<file path="src/core/acrb_pkg.sv">
// Address map, reset values and field positions of the configuration bank.
// Assumes byte-wide registers behind a 15-bit serial address.
package acrb_pkg;
  localparam int ADDR_W    = 15;
  localparam int IDX_W     = 7;
  localparam int MAP_DEPTH = 128;
  localparam int HDR_BITS  = 16;
  localparam int DATA_BITS = 8;

  localparam logic [4:0] HDR_LAST  = 5'h0f;
  localparam logic [4:0] DATA_LAST = 5'h07;
  localparam int         CMD_POS   = 15;

  localparam logic [6:0] OFS_INTF_SETUP   = 7'h00;
  localparam logic [6:0] OFS_POWER_CFG    = 7'h02;
  localparam logic [6:0] OFS_PART_CLASS   = 7'h03;
  localparam logic [6:0] OFS_PART_NUM_LO  = 7'h04;
  localparam logic [6:0] OFS_PART_NUM_HI  = 7'h05;
  localparam logic [6:0] OFS_SI_REV       = 7'h06;
  localparam logic [6:0] OFS_MAKER_LO     = 7'h0c;
  localparam logic [6:0] OFS_MAKER_HI     = 7'h0d;
  localparam logic [6:0] OFS_SER_LEVEL    = 7'h10;
  localparam logic [6:0] OFS_OPMODE_ONE   = 7'h12;
  localparam logic [6:0] OFS_OPMODE_TWO   = 7'h13;
  localparam logic [6:0] OFS_IMB_TRIM     = 7'h14;
  localparam logic [6:0] OFS_OVR_ENABLE   = 7'h3a;
  localparam logic [6:0] OFS_OVERRANGE_HOLD     = 7'h3b;
  localparam logic [6:0] OFS_OVR_THRESH   = 7'h3c;
  localparam logic [6:0] OFS_OFFSET_CORR  = 7'h3d;
  localparam logic [6:0] OFS_SER_DRIVE    = 7'h47;
  localparam logic [6:0] OFS_LINK_CTRL1   = 7'h60;
  localparam logic [6:0] OFS_LINK_CTRL2   = 7'h61;
  localparam logic [6:0] OFS_RAMP_LO      = 7'h62;
  localparam logic [6:0] OFS_RAMP_HI      = 7'h63;
  localparam logic [6:0] OFS_LANE_POL     = 7'h64;
  localparam logic [6:0] OFS_LINK_STATE   = 7'h6c;

  localparam logic [7:0] RST_INTF_SETUP   = 8'h3c;
  localparam logic [7:0] RST_ZERO         = 8'h00;
  localparam logic [7:0] RST_SER_LEVEL    = 8'h01;
  localparam logic [7:0] RST_OPMODE_ONE   = 8'hc1;
  localparam logic [7:0] RST_OPMODE_TWO   = 8'h20;
  localparam logic [7:0] RST_LINK_CTRL1   = 8'h7f;
  localparam logic [7:0] RST_RAMP_LO      = 8'h01;

  localparam logic [7:0] WM_INTF_SETUP    = 8'hef;
  localparam logic [7:0] WM_PART_CLASS    = 8'hf0;
  localparam logic [7:0] WM_FULL          = 8'hff;
  localparam logic [7:0] WM_NONE          = 8'h00;

  localparam int BIT_SOFT_RESET = 7;
  localparam int BIT_STREAM_DIR = 5;

  localparam logic [1:0] PD_NORMAL   = 2'h0;
  localparam logic [1:0] PD_RESERVED = 2'h1;
  localparam logic [1:0] PD_SLEEP    = 2'h2;
  localparam logic [1:0] PD_OFF      = 2'h3;

  typedef enum logic [1:0] {
    ST_IDLE = 2'b00,
    ST_HDR  = 2'b01,
    ST_DATA = 2'b10
  } acrb_state_t;
endpackage

</file>
<file path="src/core/acrb_top.sv">
// Configuration register bank with its serial host port.
// Assumes the serial pins are asynchronous to I_CLK_SYS and toggle well below its rate.
`timescale 1ns/10ps

// Contract
// - Soft reset bit restores defaults, then clears
// - Direction bit: 0 decrements, 1 increments
// - Setup low nibble mirrors high nibble
// - Non-mirrored setup write is discarded whole
// - Setup register resets to 0x3c
// - Bit 6 reserved zero (code lets a mirrored write set it), bit 4 reads one
// - Power field selects normal, sleep, power-down
// - Power register resets to zero
// - Streamed bytes go to adjacent address
// - Sleep and power-down keep register contents
// - Leaving power-down starts calibration, sleep not
module acrb_top #(
  parameter logic [7:0] PART_CLASS_ID = 8'h0a, // Arbitrary value
  parameter logic [7:0] PART_NUM_LO   = 8'h5a, // Arbitrary value
  parameter logic [7:0] PART_NUM_HI   = 8'h00, // Arbitrary value
  parameter logic [7:0] SI_REV        = 8'h00, // Arbitrary value
  parameter logic [7:0] MAKER_LO      = 8'h2e, // Arbitrary value
  parameter logic [7:0] MAKER_HI      = 8'h01  // Arbitrary value
) (
  input  wire logic       I_CLK_SYS,
  input  wire logic       I_RST_B,
  input  wire logic       I_SPI_SCLK,
  input  wire logic       I_SPI_CS_B,
  input  wire logic       I_SPI_SDI,
  input  wire logic [6:0] I_LINK_STATE,
  output logic            O_SPI_SDO,
  output logic            O_SPI_SDO_OE,
  output logic [1:0]      O_POWER_STATE,
  output logic            O_CAL_START
);

  logic       rst_meta_r;
  logic       rst_b_r;
  logic [2:0] sclk_r;
  logic [1:0] cs_b_r;
  logic [1:0] sdi_r;

  acrb_pkg::acrb_state_t       state_r;
  logic [4:0]                  cnt_r;
  logic [acrb_pkg::HDR_BITS-1:0] hdr_r;
  logic [6:0]                  din_r;
  logic [acrb_pkg::ADDR_W-1:0] addr_r;
  logic                        rnw_r;
  logic [7:0]                  dout_r;
  logic                        sdo_r;
  logic                        oe_r;
  logic [1:0]                  pd_prev_r;
  logic                        cal_r;
  logic [7:0]                  regs_r [acrb_pkg::MAP_DEPTH];

  // Reset released through two flops so release is clean to I_CLK_SYS
  always_ff @(posedge I_CLK_SYS or negedge I_RST_B) begin
    if (!I_RST_B) begin
      rst_meta_r <= 1'b0;
      rst_b_r    <= 1'b0;
    end else begin
      rst_meta_r <= 1'b1;
      rst_b_r    <= rst_meta_r;
    end
  end

  // Only stage two and later feed logic; stage one is metastability guard
  // Third clock stage is only the edge detector's memory
  always_ff @(posedge I_CLK_SYS or negedge rst_b_r) begin
    if (!rst_b_r) begin
      sclk_r <= 3'h0;
    end else begin
      sclk_r <= {sclk_r[1:0], I_SPI_SCLK};
    end
  end

  // Select resets to idle high so no false frame start follows reset
  always_ff @(posedge I_CLK_SYS or negedge rst_b_r) begin
    if (!rst_b_r) begin
      cs_b_r <= 2'h3;
    end else begin
      cs_b_r <= {cs_b_r[0], I_SPI_CS_B};
    end
  end

  always_ff @(posedge I_CLK_SYS or negedge rst_b_r) begin
    if (!rst_b_r) begin
      sdi_r <= 2'h0;
    end else begin
      sdi_r <= {sdi_r[0], I_SPI_SDI};
    end
  end

  wire sclk_rise = sclk_r[1] & ~sclk_r[2];
  wire sclk_fall = ~sclk_r[1] & sclk_r[2];
  wire cs_act    = ~cs_b_r[1];
  wire sdi_s     = sdi_r[1];

  function automatic logic [7:0] rst_val(input logic [6:0] idx);
    unique case (idx)
      acrb_pkg::OFS_INTF_SETUP: rst_val = acrb_pkg::RST_INTF_SETUP;
      acrb_pkg::OFS_SER_LEVEL:  rst_val = acrb_pkg::RST_SER_LEVEL;
      acrb_pkg::OFS_OPMODE_ONE: rst_val = acrb_pkg::RST_OPMODE_ONE;
      acrb_pkg::OFS_OPMODE_TWO: rst_val = acrb_pkg::RST_OPMODE_TWO;
      acrb_pkg::OFS_LINK_CTRL1: rst_val = acrb_pkg::RST_LINK_CTRL1;
      acrb_pkg::OFS_RAMP_LO:    rst_val = acrb_pkg::RST_RAMP_LO;
      // Stored registers whose default is all zero
      acrb_pkg::OFS_POWER_CFG,
      acrb_pkg::OFS_PART_CLASS,
      acrb_pkg::OFS_IMB_TRIM,
      acrb_pkg::OFS_OVR_ENABLE,
      acrb_pkg::OFS_OVERRANGE_HOLD,
      acrb_pkg::OFS_OVR_THRESH,
      acrb_pkg::OFS_OFFSET_CORR,
      acrb_pkg::OFS_SER_DRIVE,
      acrb_pkg::OFS_LINK_CTRL2,
      acrb_pkg::OFS_RAMP_HI,
      acrb_pkg::OFS_LANE_POL:   rst_val = acrb_pkg::RST_ZERO;
      default:                  rst_val = acrb_pkg::RST_ZERO;
    endcase
  endfunction

  // Unmapped entries get no write lanes, so they stay at zero
  function automatic logic [7:0] wr_mask(input logic [6:0] idx);
    unique case (idx)
      acrb_pkg::OFS_INTF_SETUP:  wr_mask = acrb_pkg::WM_INTF_SETUP;
      acrb_pkg::OFS_PART_CLASS:  wr_mask = acrb_pkg::WM_PART_CLASS;
      acrb_pkg::OFS_POWER_CFG,
      acrb_pkg::OFS_SER_LEVEL,
      acrb_pkg::OFS_OPMODE_ONE,
      acrb_pkg::OFS_OPMODE_TWO,
      acrb_pkg::OFS_IMB_TRIM,
      acrb_pkg::OFS_OVR_ENABLE,
      acrb_pkg::OFS_OVERRANGE_HOLD,
      acrb_pkg::OFS_OVR_THRESH,
      acrb_pkg::OFS_OFFSET_CORR,
      acrb_pkg::OFS_SER_DRIVE,
      acrb_pkg::OFS_LINK_CTRL1,
      acrb_pkg::OFS_LINK_CTRL2,
      acrb_pkg::OFS_RAMP_LO,
      acrb_pkg::OFS_RAMP_HI,
      acrb_pkg::OFS_LANE_POL:    wr_mask = acrb_pkg::WM_FULL;
      default:                   wr_mask = acrb_pkg::WM_NONE;
    endcase
  endfunction

  function automatic logic [7:0] rd_val(input logic [acrb_pkg::ADDR_W-1:0] a);
    logic [6:0] idx;
    idx = a[acrb_pkg::IDX_W-1:0];
    if (a[acrb_pkg::ADDR_W-1:acrb_pkg::IDX_W] != '0) begin
      rd_val = 8'h00;
    end else begin
      unique case (idx)
        acrb_pkg::OFS_PART_CLASS:  rd_val = {regs_r[idx][7:4], PART_CLASS_ID[3:0]};
        acrb_pkg::OFS_PART_NUM_LO: rd_val = PART_NUM_LO;
        acrb_pkg::OFS_PART_NUM_HI: rd_val = PART_NUM_HI;
        acrb_pkg::OFS_SI_REV:      rd_val = SI_REV;
        acrb_pkg::OFS_MAKER_LO:    rd_val = MAKER_LO;
        acrb_pkg::OFS_MAKER_HI:    rd_val = MAKER_HI;
        acrb_pkg::OFS_LINK_STATE:  rd_val = {1'b0, I_LINK_STATE};
        // Holes decode to zero instead of trusting the unused array words
        acrb_pkg::OFS_INTF_SETUP,
        acrb_pkg::OFS_POWER_CFG,
        acrb_pkg::OFS_SER_LEVEL,
        acrb_pkg::OFS_OPMODE_ONE,
        acrb_pkg::OFS_OPMODE_TWO,
        acrb_pkg::OFS_IMB_TRIM,
        acrb_pkg::OFS_OVR_ENABLE,
        acrb_pkg::OFS_OVERRANGE_HOLD,
        acrb_pkg::OFS_OVR_THRESH,
        acrb_pkg::OFS_OFFSET_CORR,
        acrb_pkg::OFS_SER_DRIVE,
        acrb_pkg::OFS_LINK_CTRL1,
        acrb_pkg::OFS_LINK_CTRL2,
        acrb_pkg::OFS_RAMP_LO,
        acrb_pkg::OFS_RAMP_HI,
        acrb_pkg::OFS_LANE_POL:    rd_val = regs_r[idx];
        default:                   rd_val = 8'h00;
      endcase
    end
  endfunction

  wire [acrb_pkg::HDR_BITS-1:0] hdr_full = {hdr_r[acrb_pkg::HDR_BITS-2:0], sdi_s};
  wire [acrb_pkg::ADDR_W-1:0]   hdr_addr = hdr_full[acrb_pkg::ADDR_W-1:0];
  wire                          hdr_rnw  = hdr_full[acrb_pkg::CMD_POS];
  wire [7:0]                    wr_byte  = {din_r, sdi_s};
  wire [6:0]                    wr_idx   = addr_r[acrb_pkg::IDX_W-1:0];
  wire in_map   = addr_r[acrb_pkg::ADDR_W-1:acrb_pkg::IDX_W] == '0;
  wire hdr_shift = cs_act & sclk_rise & (state_r == acrb_pkg::ST_HDR);
  wire din_shift = cs_act & sclk_rise & (state_r == acrb_pkg::ST_DATA);
  wire hdr_done  = hdr_shift & (cnt_r == acrb_pkg::HDR_LAST);
  wire byte_done = din_shift & (cnt_r == acrb_pkg::DATA_LAST);
  wire [4:0] cnt_nxt = 5'(cnt_r + 1'b1);
  wire mirror_ok = wr_byte[3:0] == {wr_byte[4], wr_byte[5], wr_byte[6], wr_byte[7]};
  wire is_setup  = wr_idx == acrb_pkg::OFS_INTF_SETUP;
  wire wr_fire   = byte_done & ~rnw_r & in_map & (~is_setup | mirror_ok);
  wire soft_rst  = wr_fire & is_setup & wr_byte[acrb_pkg::BIT_SOFT_RESET];
  wire stream_address_direction    = regs_r[acrb_pkg::OFS_INTF_SETUP][acrb_pkg::BIT_STREAM_DIR];
  wire [acrb_pkg::ADDR_W-1:0] addr_next = stream_address_direction ?
    acrb_pkg::ADDR_W'(addr_r + 1'b1) : acrb_pkg::ADDR_W'(addr_r - 1'b1);
  wire [1:0] pd_now = regs_r[acrb_pkg::OFS_POWER_CFG][1:0];

  // Reset, soft reset and writes only; power states never touch this array
  genvar gi;
  generate
    for (gi = 0; gi < acrb_pkg::MAP_DEPTH; gi++) begin : g_reg
      localparam logic [6:0] IDX = 7'(gi);
      always_ff @(posedge I_CLK_SYS or negedge rst_b_r) begin
        if (!rst_b_r) begin
          regs_r[gi] <= rst_val(IDX);
        end else if (soft_rst) begin
          regs_r[gi] <= rst_val(IDX);
        end else if (wr_fire && wr_idx == IDX) begin
          // Only bit 4 of setup stays out of the mask (read-one); bit 7 is masked in but self-clears as soft reset wins
          regs_r[gi] <= (regs_r[gi] & ~wr_mask(IDX)) | (wr_byte & wr_mask(IDX));
        end
      end
    end
  endgenerate

  // Serial framing; raised chip select aborts any partial command
  always_ff @(posedge I_CLK_SYS or negedge rst_b_r) begin
    if (!rst_b_r) begin
      state_r <= acrb_pkg::ST_IDLE;
      cnt_r   <= 5'h00;
    end else if (!cs_act) begin
      state_r <= acrb_pkg::ST_IDLE;
      cnt_r   <= 5'h00;
    end else begin
      unique case (state_r)
        acrb_pkg::ST_IDLE: begin
          state_r <= acrb_pkg::ST_HDR;
          cnt_r   <= 5'h00;
        end
        acrb_pkg::ST_HDR: begin
          if (hdr_done) begin
            state_r <= acrb_pkg::ST_DATA;
            cnt_r   <= 5'h00;
          end else if (sclk_rise) begin
            cnt_r <= cnt_nxt;
          end
        end
        acrb_pkg::ST_DATA: begin
          if (byte_done) begin
            cnt_r <= 5'h00;
          end else if (sclk_rise) begin
            cnt_r <= cnt_nxt;
          end
        end
        default: begin
          state_r <= acrb_pkg::ST_IDLE;
          cnt_r   <= 5'h00;
        end
      endcase
    end
  end

  // Header shifter moves only while the header is clocked in
  always_ff @(posedge I_CLK_SYS or negedge rst_b_r) begin
    if (!rst_b_r) begin
      hdr_r <= '0;
    end else if (hdr_shift) begin
      hdr_r <= hdr_full;
    end
  end

  // Data shifter; a stream simply keeps shifting byte after byte
  always_ff @(posedge I_CLK_SYS or negedge rst_b_r) begin
    if (!rst_b_r) begin
      din_r <= 7'h00;
    end else if (din_shift) begin
      din_r <= wr_byte[6:0];
    end
  end

  // Address advances after every byte of a stream, read or write
  always_ff @(posedge I_CLK_SYS or negedge rst_b_r) begin
    if (!rst_b_r) begin
      addr_r <= '0;
      rnw_r  <= 1'b0;
    end else if (hdr_done) begin
      addr_r <= hdr_addr;
      rnw_r  <= hdr_rnw;
    end else if (byte_done) begin
      addr_r <= addr_next;
    end
  end

  wire [7:0] rd_hdr_val  = rd_val(hdr_addr);
  wire [7:0] rd_next_val = rd_val(addr_next);
  // A freshly loaded MSB must survive the fall that follows its load
  wire       sdo_shift   = sclk_fall & oe_r & (cnt_r != 5'h00);

  // Read data leaves MSB first; later bits follow on falling edges
  always_ff @(posedge I_CLK_SYS or negedge rst_b_r) begin
    if (!rst_b_r) begin
      dout_r <= 8'h00;
      sdo_r  <= 1'b0;
    end else if (!cs_act) begin
      sdo_r <= 1'b0;
    end else if (hdr_done && hdr_rnw) begin
      dout_r <= rd_hdr_val;
      sdo_r  <= rd_hdr_val[7];
    end else if (byte_done && rnw_r) begin
      dout_r <= rd_next_val;
      sdo_r  <= rd_next_val[7];
    end else if (sdo_shift) begin
      dout_r <= {dout_r[6:0], 1'b0};
      sdo_r  <= dout_r[6];
    end
  end

  // Output driven only from header end of a read until deselect
  always_ff @(posedge I_CLK_SYS or negedge rst_b_r) begin
    if (!rst_b_r) begin
      oe_r <= 1'b0;
    end else if (!cs_act) begin
      oe_r <= 1'b0;
    end else if (hdr_done && hdr_rnw) begin
      oe_r <= 1'b1;
    end
  end

  // Only a power-down exit recalibrates; sleep exit is the fast path
  always_ff @(posedge I_CLK_SYS or negedge rst_b_r) begin
    if (!rst_b_r) begin
      pd_prev_r <= acrb_pkg::PD_NORMAL;
      cal_r     <= 1'b0;
    end else begin
      pd_prev_r <= pd_now;
      cal_r     <= (pd_prev_r == acrb_pkg::PD_OFF) && (pd_now == acrb_pkg::PD_NORMAL);
    end
  end

  assign O_SPI_SDO     = sdo_r;
  assign O_SPI_SDO_OE  = oe_r;
  assign O_POWER_STATE = pd_now;
  assign O_CAL_START   = cal_r;

endmodule

</file>
<file path="config.mk">
export PLATFORM = sky130hd
export DESIGN_NAME = acrb_top
export DESIGN_NICKNAME = d
export VERILOG_FILES = /design/src/core/acrb_pkg.sv /design/src/core/acrb_top.sv
export SDC_FILE = /design/constraint.sdc
export NUM_CORES = 1
export LEC_CHECK = 0
export BUFFER_PORTS_ARGS = -buffer_cell sky130_fd_sc_hd__buf_2
export CORE_ASPECT_RATIO = 1.75
export CORE_MARGIN = 5
export CORE_UTILIZATION = 60
export DETAILED_ROUTE_END_ITERATION = 16
export PLACE_DENSITY_LB_ADDON = 0.25
export RECOVER_POWER = 25
export SLEW_MARGIN = 5
export SYNTH_ARGS = -nofsm -noshare
export SYNTH_HDL_FRONTEND = slang
export SYNTH_SLANG_ARGS = --single-unit
</file>
<file path="constraint.sdc">
create_clock -name I_CLK_SYS -period 11.7 [get_ports I_CLK_SYS]
set_input_delay 0.585 -clock I_CLK_SYS [delete_from_list [all_inputs] [get_ports I_CLK_SYS]]
set_output_delay 0.585 -clock I_CLK_SYS [all_outputs]
set_load 0.05 [all_outputs]
</file>
==> results_dict.tcl <==
set metrics [dict create \
    coreArea_um2 20400 \
    cts_max_level 4 \
    synth_top_area_frac 0.361 \
    clkLatencyLatePin_ns 0.44 \
    cts_buffers 17 \
    ys_async_sr_fraction 1.00 \
    antenna_found_initial 0 \
    min_period_ns 5.87 \
    placedCellCount 1547 \
    min_path_type "input pin to flip-flop" \
    wire_per_inst_um 25.2 \
    drt_iter0_drc 1052 \
    synth_commonest_cells "dfrtp_1 (179), nor2_1 (151), nand2_1 (146), mux2i_1 (112), a21oi_1 (110)" \
    power.leakage_nw 5.81 \
    final-instance-count-excl-fill 1580 \
    ys_warn_count 0 \
    die_x_um 119 \
    met3_usage 0.0480 \
    yosysMostFrequentCell "dfrtp_1" \
    clock_sinks 198 \
    max-cap-violations 2 \
    finClkSkew_ns 0.00774 \
    ant_nets 0 \
    fin_util 0.648 \
    crit_path_end_kind "asynchronous set/reset pin" \
    cts-resized-gates 0 \
    gr-usage-met1 0.398 \
    place_ws_ns 7.26 \
    crit_arrival_ns 6.26 \
    cts_tree "built" \
    hold_viol_final 0 \
    use_met2 0.576 \
    path_cells "clkbuf_1, buf_4" \
    setup_violations 0 \
    clock.fmax_mhz 170 \
    rr_worst_depth 2 \
    antenna_cells 0 \
    synth-seq-area-share 0.401 \
    slew_headroom -1.63 \
    synth_area_um2 12400 \
    io_pins 17 \
    clkTransAtPathRegs_ns 0.07 \
    critPathKind "flip-flop to asynchronous set/reset pin" \
    grt_usage 0.339 \
    ys_top_cells_by_area "dfrtp_1 (36%), mux2i_1 (9.0%), nor2_1 (4.6%), a21oi_1 (4.4%), nand2_1 (4.4%)" \
    cts_buffer_depth 2 \
    drt-total-wl_um 39700 \
    drtPass1Iterations 6 \
    status "finished with violations" \
    fin_setup_tns_ns 0 \
    via_count 10806 \
    cts-root-buf "clkbuf_16" \
    synth_ff_type "dfrtp_1" \
    nNetsFinal 1356 \
    dp.final_hpwl_um 28900 \
    rsz0062_at_grt "no" \
    vias_per_cell 6.84 \
    slowest_delay_ns 2.87 \
    slowest_stage "clkbuf_1" \
    power_mw 1.57 \
    grt_pass1_wl_um 62700 \
    drc 0 \
    area_delta_synth_final_pct 6.42 \
    maxSlewViolCount 124 \
    die_y_um 200 \
    path_max_fanout 76 \
    postSynthCellCount 1361 \
    drive_gt1_frac 0.121 \
    synth_cell_types 84 \
    critPathLaunchType "flip-flop" \
    start_util 0.609 \
    fin_crit_sh 0.502 \
    synth_edf_count 0 \
    hold_depth 1 \
    fillers 1711 \
    power_per_cell_area_nw_per_um2 119 \
    overflow 0 \
    hold_slack_ns 0.236 \
    grt_max_degree 86 \
    fin_ws_ns 5.83 \
    cp.required_ns 12.09 \
    synth.avg_cell_area_um2 9.12 \
    die_area_um2 23800 \
    grt_pass1_vias 10804 \
    ys_seq_elements 198 \
    final_area_um2 13200 \
    ir_drop_v 0.000102 \
    syn-num-nets 1398 \
    placed_cell_area_um2 12600 \
    place_congestion 1.04 \
    port_buffers 16 \
    grt_busiest_layer "met2" \
    yosys.area.top_type "dfrtp_1" \
    violations "max-capacitance violations, max-slew violations" \
    floorplan.rows 69 \
    worst_pin_slew_ns 3.95 \
]
[critical path: cells and delay by family (launching register included)]
family / cells / cell delay [ns]
buffers and inverters: 2 / 3.96
flip-flops: 1 / 1.80
[path summary, 6_finish.rpt]
check                      startpoint  slack (ns)           to
hold / removal             I_SPI_CS_B        0.24    cs_b_r[0]
hold reg to reg              sdi_r[0]        0.35     sdi_r[1]
min in group asynchronous     I_RST_B        0.45      rst_b_r
max in group I_CLK_SYS     state_r[0]        7.06  regs_r[218]
setup reg to reg              rst_b_r        5.83     sdi_r[1]
setup / recovery              rst_b_r        5.83     sdi_r[1]
[cell type report]
type	instances	area, µm²	area share
clock inverter	11	164	0.0124
inverter	29	109	0.00824
sequential	198	4980	0.377
clock buffer	21	470	0.0356
timing repair buffer	44	274	0.0207
tap	248	310	0.0235
multi-input combinational	1029	6900	0.523
[registers in the layout, summed over array words and instances (netlist names)]
| signal | count |
|---|---|
| O_POWER_STATE | 2 |
| rst_b_r | 1 |
| regs_r | 130 |
| cs_b_r | 2 |
| dout_r | 7 |
| O_SPI_SDO_OE | 1 |
| din_r | 7 |
| O_SPI_SDO | 1 |
| addr_r | 15 |
| sdi_r | 2 |
| O_CAL_START | 1 |
| rst_meta_r | 1 |
| state_r | 2 |
| rnw_r | 1 |
| hdr_r | 15 |
| sclk_r | 3 |
| cnt_r | 5 |
| pd_prev_r | 2 |
[per-layer routing]
layer / up-vias / wire length (µm)
met4: 0 / 3040
li1: 4852 / -
met2: 526 / 20100
met1: 5283 / 14300
met3: 145 / 2260
met5: - / 0
[cells in the final DEF, fill, tap and decap left out, drive strengths merged, types with 7 or more instances in the layout]
cell | synthesis | final
dfrtp | 179 | 179
nor2 | 153 | 153
nand2 | 148 | 148
mux2i | 112 | 112
a21oi | 110 | 110
nand3 | 74 | 74
o21ai | 68 | 68
buf | 40 | 34
inv | 28 | 32
clkbuf | 65 | 30
mux2 | 29 | 29
a22oi | 26 | 26
ha | 24 | 24
nor3 | 21 | 21
dfstp | 19 | 19
a31oi | 17 | 17
o22ai | 16 | 16
mux4 | 16 | 16
o211ai | 14 | 14
xnor2 | 13 | 13
and2 | 13 | 13
and3 | 12 | 12
a211oi | 12 | 12
nand2b | 8 | 8
nor4 | 8 | 8
a22o | 7 | 7
xor2 | 7 | 7
a32o | 7 | 7
[logic make-up after synthesis]
| logic type | after synthesis | synth area share |
|---|---|---|
| and+or+nand+nor | 477 | 0.186 |
| AOI/OAI and AO/OA | 349 | 0.183 |
| DFF | 198 | 0.401 |
| muxes | 157 | 0.146 |
| buffers and inverters | 134 | 0.0449 |
| adders and majority gates | 25 | 0.0258 |
| xor gates and xnor gates | 20 | 0.0141 |
| other | 1 | 0.000302 |
[where the power goes]
group	leakage (nW)	internal, mW	switching (mW)
registers	2.65	0.696	0.0262
clock network	0.308	0.359	0.271
logic	2.86	0.0691	0.147
total	5.81	1.12	0.444
[repair_timing]
item	4_1_cts	5_1_grt
hold buffers	1	0
buffers inserted	0	0
hold endpoints to repair	2	0
Power figures use the tool's default switching activity.
